`src/hw/srm_pkg.sv`:
```
// package of constants and carriers for the system reset and supply monitor
package srm_pkg;

  localparam int unsigned NUM_PINS      = 12;          // external interrupt pins
  localparam logic [1:0]  TRIP_RST      = 2'h3;        // 120 degree setting after reset
  localparam logic [1:0]  TRIP_135      = 2'h0;        // trip code for 135 degrees
  localparam logic [31:0] BOOT_VECTOR   = 32'h00000000; // first fetch address
  localparam logic        LVL_LOW       = 1'b0;        // level select: lower threshold
  localparam int unsigned WARM_PULSE    = 16;          // cycles a warm reset is held
  localparam logic [4:0]  WARM_CNT_W    = 5'h10;       // warm pulse count at width

  // reset sequencer states, gray along the usual path
  typedef enum logic [1:0] {
    SRM_ST_POR  = 2'b00,
    SRM_ST_RUN  = 2'b01,
    SRM_ST_WARM = 2'b11,
    SRM_ST_HPD  = 2'b10
  } srm_state_type;

  // analog comparator results and reset pin level after synchronising
  typedef struct packed {
    logic       main_above_23;   // main supply above 2.3 V
    logic       main_above_27;   // main supply above 2.7 V
    logic       reg_above_27;    // regulator input above 2.7 V
    logic       reg_above_40;    // regulator input above 4.0 V
    logic [1:0] temp_over;       // per detector above its trip
    logic       rst_pin;         // external reset pin level
  } srm_sense_type;

  // reset request sources
  typedef struct packed {
    logic unit_soft;   // control unit soft reset
    logic cpu_soft;    // processor software reset
    logic bus_cmd;     // bus reset command
    logic watchdog;    // watchdog expiry
  } srm_req_type;

  // state of the block, apart from the synchronisers and trip code registers
  typedef struct packed {
    srm_state_type        st;
    logic [4:0]           cnt;
    logic [1:0]           temp_flag;
    logic                 bod_flag;
    logic [NUM_PINS-1:0]  pin_flag;
    logic [NUM_PINS-1:0]  pin_prev;
    logic                 dbg_off;
    logic                 warm_rst;
    logic                 por_rst;
    logic                 wake;
    logic                 standby;
    logic                 pad_ok;
    logic                 bod_lvl;
  } srm_regs_type;

endpackage : srm_pkg

```
`src/hw/srm_top.sv`:
```
// system reset sequencing, supply and temperature monitoring, pin interrupts
`timescale 1ns/10ps
module srm_top (
  // clock, reset, enable
  input  wire logic                          clk_sys,
  input  wire logic                          rst_b,
  input  wire logic                          clk_en,
  // asynchronous analog and pin inputs
  input  wire srm_pkg::srm_sense_type        sense_in,
  input  wire logic [srm_pkg::NUM_PINS-1:0]  pin_in,
  // reset requests, same clock domain
  input  wire srm_pkg::srm_req_type          req_in,
  input  wire logic                          bus_rst_en,
  // configuration bits
  input  wire logic                          reg_lvl_sel,
  input  wire logic                          bod_lvl_sel,
  input  wire logic                          hpd_lvl_sel,
  input  wire logic                          auto_hpd_en,
  input  wire logic [1:0]                    trip_sel_tx,
  input  wire logic [1:0]                    trip_sel_card,
  input  wire logic                          bod_irq_en,
  input  wire logic                          temp_irq_en,
  input  wire logic [srm_pkg::NUM_PINS-1:0]  pin_irq_en,
  input  wire logic [srm_pkg::NUM_PINS-1:0]  pin_edge_mode,
  input  wire logic                          standby_req,
  input  wire logic                          dbg_off_nv,
  // flag clears, one pulse per bit
  input  wire logic [1:0]                    temp_clr,
  input  wire logic                          bod_clr,
  input  wire logic [srm_pkg::NUM_PINS-1:0]  pin_clr,
  // status
  output logic                               reg_above_sel,
  output logic                               bod_below,
  output logic [1:0]                         temp_flag,
  output logic                               bod_flag,
  output logic [srm_pkg::NUM_PINS-1:0]       pin_flag,
  output logic                               cpu_irq,
  output logic                               hard_power_down,
  output logic                               standby,
  output logic                               wake,
  // reset outputs, active high
  output logic                               rst_core,
  output logic                               rst_unit,
  output logic                               rst_debug,
  output logic [31:0]                        boot_addr,
  output logic                               dbg_port_en,
  // trip code per detector toward the analog sensors
  output logic [1:0]                         trip_tx,
  output logic [1:0]                         trip_card
);

  // two-stage synchronisers for everything from outside the clock
  localparam int unsigned SW = $bits(srm_pkg::srm_sense_type) + srm_pkg::NUM_PINS;
  logic [SW-1:0]          sync1_q;           // first stage, read only by second
  logic [SW-1:0]          sync2_q;           // second stage, safe to use
  srm_pkg::srm_sense_type sn;                // synchronised sense bits
  logic [srm_pkg::NUM_PINS-1:0] pin_s;       // synchronised pins
  logic [1:0]             trip_tx_q;         // trip code registers
  logic [1:0]             trip_card_q;

  always_ff @(posedge clk_sys) begin
    if (!rst_b) begin
      sync1_q <= '0;
      sync2_q <= '0;
    end else if (clk_en) begin
      sync1_q <= {sense_in, pin_in};
      sync2_q <= sync1_q;
    end
  end

  assign sn    = srm_pkg::srm_sense_type'(sync2_q[SW-1:srm_pkg::NUM_PINS]);
  assign pin_s = sync2_q[srm_pkg::NUM_PINS-1:0];

  srm_pkg::srm_regs_type r_q; // registered state
  srm_pkg::srm_regs_type r_d; // next state

  // per-pin event detection, edge or level
  logic [srm_pkg::NUM_PINS-1:0] pin_evt;
  genvar gi;
  generate
    for (gi = 0; gi < srm_pkg::NUM_PINS; gi++) begin : g_pin
      // edge mode sees a rising edge only, level mode sees a high level
      assign pin_evt[gi] = pin_irq_en[gi] &
        (pin_edge_mode[gi] ? (pin_s[gi] & ~r_q.pin_prev[gi]) : pin_s[gi]);
    end
  endgenerate

  // combinational helpers
  logic bod_now;    // main supply below chosen brown-out level
  logic hpd_now;    // main supply below chosen power-down level
  logic any_req;    // qualified warm reset request

  always_comb begin
    bod_now = (bod_lvl_sel == srm_pkg::LVL_LOW) ? ~sn.main_above_23
                                                : ~sn.main_above_27;
    hpd_now = auto_hpd_en & ((hpd_lvl_sel == srm_pkg::LVL_LOW) ? ~sn.main_above_23
                                                               : ~sn.main_above_27);
    any_req = req_in.unit_soft | req_in.cpu_soft | req_in.watchdog
            | (req_in.bus_cmd & bus_rst_en);
  end

  // next-state logic for the block, apart from synchronisers and trip codes
  always_comb begin
    r_d = r_q;
    r_d.pin_prev = pin_s;
    // sticky flags: a set in the clear cycle wins
    r_d.temp_flag = (r_q.temp_flag & ~temp_clr) | sn.temp_over;
    r_d.bod_flag  = (r_q.bod_flag & ~bod_clr) | bod_now;
    r_d.pin_flag  = (r_q.pin_flag & ~pin_clr) | pin_evt;
    // one-way debug lock, only a power-on reset could clear it
    r_d.dbg_off   = r_q.dbg_off | dbg_off_nv;
    r_d.pad_ok    = reg_lvl_sel ? sn.reg_above_40 : sn.reg_above_27;
    r_d.bod_lvl   = bod_now;
    r_d.wake      = 1'b0;
    // standby entered by firmware; left when both detectors cool down
    if (standby_req) begin
      r_d.standby = 1'b1;
    end else if (r_q.standby && (sn.temp_over == 2'b00)) begin
      r_d.standby = 1'b0;
      r_d.wake    = 1'b1;
    end
    case (r_q.st)
      srm_pkg::SRM_ST_POR: begin
        // whole chip held until main supply is good and the reset pin is high
        r_d.por_rst  = 1'b1;
        r_d.warm_rst = 1'b1;
        r_d.dbg_off  = dbg_off_nv;
        if (sn.main_above_23 && sn.rst_pin) begin
          r_d.st      = srm_pkg::SRM_ST_RUN;
          r_d.por_rst = 1'b0;
          r_d.warm_rst = 1'b0;
        end
      end
      srm_pkg::SRM_ST_RUN: begin
        if (!sn.rst_pin || hpd_now) begin
          r_d.st       = srm_pkg::SRM_ST_HPD;
          r_d.warm_rst = 1'b1;
        end else if (any_req) begin
          r_d.st       = srm_pkg::SRM_ST_WARM;
          r_d.warm_rst = 1'b1;
          r_d.cnt      = '0;
        end
      end
      srm_pkg::SRM_ST_WARM: begin
        // warm reset: core only, unit and debug keep their state
        r_d.cnt = r_q.cnt + 5'h01;
        if (r_q.cnt == srm_pkg::WARM_CNT_W - 5'h01) begin
          r_d.st       = srm_pkg::SRM_ST_RUN;
          r_d.warm_rst = 1'b0;
        end
      end
      srm_pkg::SRM_ST_HPD: begin
        // leave only with pin high and supply above 2.3 V together
        r_d.warm_rst = 1'b1;
        r_d.standby  = 1'b0;
        if (sn.rst_pin && sn.main_above_23) begin
          r_d.st = srm_pkg::SRM_ST_POR;
          r_d.por_rst = 1'b1;
        end
      end
      default: begin
        r_d.st = srm_pkg::SRM_ST_POR;
      end
    endcase
  end

  // state register; rst_b is the power-on reset of this unit
  always_ff @(posedge clk_sys) begin
    if (!rst_b) begin
      r_q          <= '0;
      r_q.st       <= srm_pkg::SRM_ST_POR;
      r_q.por_rst  <= 1'b1;
      r_q.warm_rst <= 1'b1;
      trip_tx_q    <= srm_pkg::TRIP_RST;
      trip_card_q  <= srm_pkg::TRIP_RST;
    end else if (clk_en) begin
      r_q <= r_d;
      // trip codes are control-unit state, spared by warm resets
      trip_tx_q   <= trip_sel_tx;
      trip_card_q <= trip_sel_card;
    end
  end

  // outputs, from flip-flops; cpu_irq, rst_core, hard_power_down and dbg_port_en through gates, boot_addr a constant
  assign reg_above_sel   = r_q.pad_ok;
  assign bod_below       = r_q.bod_lvl;
  assign temp_flag       = r_q.temp_flag;
  assign bod_flag        = r_q.bod_flag;
  assign pin_flag        = r_q.pin_flag;
  assign cpu_irq         = (r_q.bod_flag & bod_irq_en)
                         | ((|r_q.temp_flag) & temp_irq_en)
                         | (|r_q.pin_flag);
  assign hard_power_down = (r_q.st == srm_pkg::SRM_ST_HPD);
  assign standby         = r_q.standby;
  assign wake            = r_q.wake;
  assign rst_core        = r_q.warm_rst | r_q.por_rst;
  assign rst_unit        = r_q.por_rst;
  assign rst_debug       = r_q.por_rst;
  assign boot_addr       = srm_pkg::BOOT_VECTOR;
  assign dbg_port_en     = ~r_q.dbg_off & ~r_q.por_rst;
  assign trip_tx         = trip_tx_q;
  assign trip_card       = trip_card_q;

endmodule : srm_top

```
`config.mk`:
```
export PLATFORM = sky130hd
export DESIGN_NAME = srm_top
export DESIGN_NICKNAME = d
export VERILOG_FILES = /design/src/hw/srm_pkg.sv /design/src/hw/srm_top.sv
export SDC_FILE = /design/constraint.sdc
export NUM_CORES = 1
export LEC_CHECK = 0
export CORE_MARGIN = 2
export CORE_UTILIZATION = 57
export CTS_CLUSTER_SIZE = 8
export DETAILED_ROUTE_END_ITERATION = 10
export DONT_BUFFER_PORTS = 1
export GPL_ROUTABILITY_DRIVEN = 0
export PLACE_DENSITY = 0.75
export SYNTH_ARGS = -nofsm -noshare
export SYNTH_HDL_FRONTEND = slang
export SYNTH_SLANG_ARGS = --single-unit
```
`constraint.sdc`:
```
create_clock -name clk_sys -period 1.8 [get_ports clk_sys]
set_input_delay 0.36 -clock clk_sys [delete_from_list [all_inputs] [get_ports clk_sys]]
set_output_delay 0.36 -clock clk_sys [all_outputs]
set_load 0.05 [all_outputs]
```
==> metrics <==
status completed; VDD IR max 0.000718 V; Final nets 503; post-layout util 0.633; Post-DP HPWL 5.57 mm; clock slew at reported path FFs 90 ps; final worst slack 57.4 ps; Slew headroom 0.657; final cell count without fillers 500; min Tclk post-route 1740 ps; PD cells 892 nW/µm²; chip width 85.2 µm; synthesized area 3760 µm²; Worst Hold Class primary input to register; first-pass GRT wire length 12.4 mm; Pre-antenna DRT Iters 4; Seq/Total Area, Yosys 0.442; WP data arrival 1380 ps; antenna violations before repair 0; final slew viol count 0; number of flops mapped to enable cells by yosys 0; startpoint types register; number of buffers created by CTS 9; row cnt 29; Post-Synthesis Cells 416; vias in the first global route 2560; placed insts 482; Initial Util 0.592; Post-DP Area 3730 µm²; crit end category output port; synthesized flop and latch total 83; most numerous cell in the Yosys netlist dfxtp_1; Routed Antenna Nets 0; Setup Skew 7.88 ps; # DRC 0; asr flop ratio synth 0; hold buffer count at cts 0; share of cells above drive strength 1 0.149; Die Ht 85.2 µm; synth top area cells dfxtp_1, mux2i_1, buf_4; Total Power 3.59 mW; DRT met1 WL 3.64 mm; synth unique cells 37; clk_lat worst skew 340 ps; Worst Path Required 1440 ps; area leader, netlist dfxtp_1; DR vias 2692; leakage power 1.75 nW; Die Area 7260 µm²; Layout area overhead 7.06%; worst-path fanout max 2; post-route cell area 4020 µm²; hold slack 73.6 ps; Final Setup Violations 0; Overall Global Routing Usage 0.215; initial drt markers 136; I/O Pins 139; prevailing post-synth register cell dfxtp_1; final wirelength 7.76 mm; Setup CP Type register to output port; fin crit share 0.968; actual slew at the worst max-slew pin 500 ps; commonest cells in the netlist dfxtp_1, nor2_1, mux2i_1; # port buffers 0; f_max 574 MHz; total grt overflow 0; Synth top area share 0.442; top sig layer met4; endpoints failing hold 0; H-tree Lvls 3; met3 wire length 610 µm; Place WS -118 ps; total negative slack 0 ps; Ant. Diodes 0; vias per inst 5.38; largest net degree at the start of global routing 97; # clock sinks 83; area of the core 6350 µm²; max_cap viols 0; Ys Warns 0; root buffer cell clkbuf_8; RSZ-0062 raised after global routing true; clock buffer depth 2; wire per inst 15.5 µm; routed wl met2 3.41 mm; CTS tree done; Avg Cell Area, Syn 9.03 µm²
-- worst max-delay path, cell delays in order (launching register included) --
cell and delay (ps):
dfxtp_2 340, nor4_4 270, nand4_1 150, a21o_4 270
-- state kept, by name (all words and copies together), names as in the netlist --
register / flops
r_q: 21
sync1_q: 19
sync2_q: 19
pin_flag: 12
temp_flag: 2
trip_card: 2
trip_tx: 2
bod_below: 1
bod_flag: 1
reg_above_sel: 1
rst_debug: 1
standby: 1
wake: 1
-- power by group --
group	leakage [nW]	internal (mW)	switching [mW]
Clock	0.0933	0.551	0.687
Sequential	0.680	1.90	0.0712
Combinational	0.976	0.109	0.275
-- cell families after synthesis --
group / share of synthesized area
multiplexers: 0.163
flip-flops: 0.442
AO/OA/AOI/OAI: 0.0959
other: 0.000998
adder cells (fa/ha/maj): 0.0233
AND/OR/NAND/NOR: 0.153
buffers and inverters: 0.123
-- worst paths after layout --
kind,from,endpoint,slack [ps],cells after the start
hold / removal,rst_b,trip_tx[1]$_SDFFE_PN1P_,70,1
setup / recovery,pin_flag[1]$_SDFFE_PN0P_,cpu_irq,60,3
setup reg to reg,r_q[40]$_SDFFE_PN0P_,r_q[38]$_SDFFE_PN0P_,60,7
hold reg to reg,r_q[38]$_SDFFE_PN0P_,r_q[38]$_SDFFE_PN0P_,480,2
-- timing repair --
action,4_1_cts,5_1_grt
endpoints found under the setup margin,9,9
gates resized for setup,14,8
hold endpoints to repair,0,0
setup buffers,2,0
pin swaps,4,5
-- cell usage in the layout (no fill, tap or decap), types with 3 or more instances in the layout --
cell      netlist  routed
o21ai_0         9       8
o21a_1          3       3
nand3_1        15      15
buf_4          48      26
clkbuf_8        0      10
dfxtp_1        83      77
nand2_1        29      29
mux2i_1        61      61
a21oi_1        32      32
dfxtp_2         0       5
ha_1            7       5
inv_1           5       4
conb_1          1      32
a22oi_1         3       3
nor2_1         71      71
-- metal layers --
layer / vias up / track usage
met4: 0 / 0.0779
met3: 9 / 0.0681
li1: 1345 / -
met1: 1229 / 0.304
met5: - / 0
met2: 109 / 0.308
-- area by class of cell --
cell class	instances	area [µm²]
flip-flops and latches	83	1670
well taps	77	96.3
multi-input cells	291	1830
clock buffers	10	138
clock inverters	6	47.5
fillers	549	2330
repair buffers	27	215
inverters	6	22.5
(Power assumes the default switching activity.)
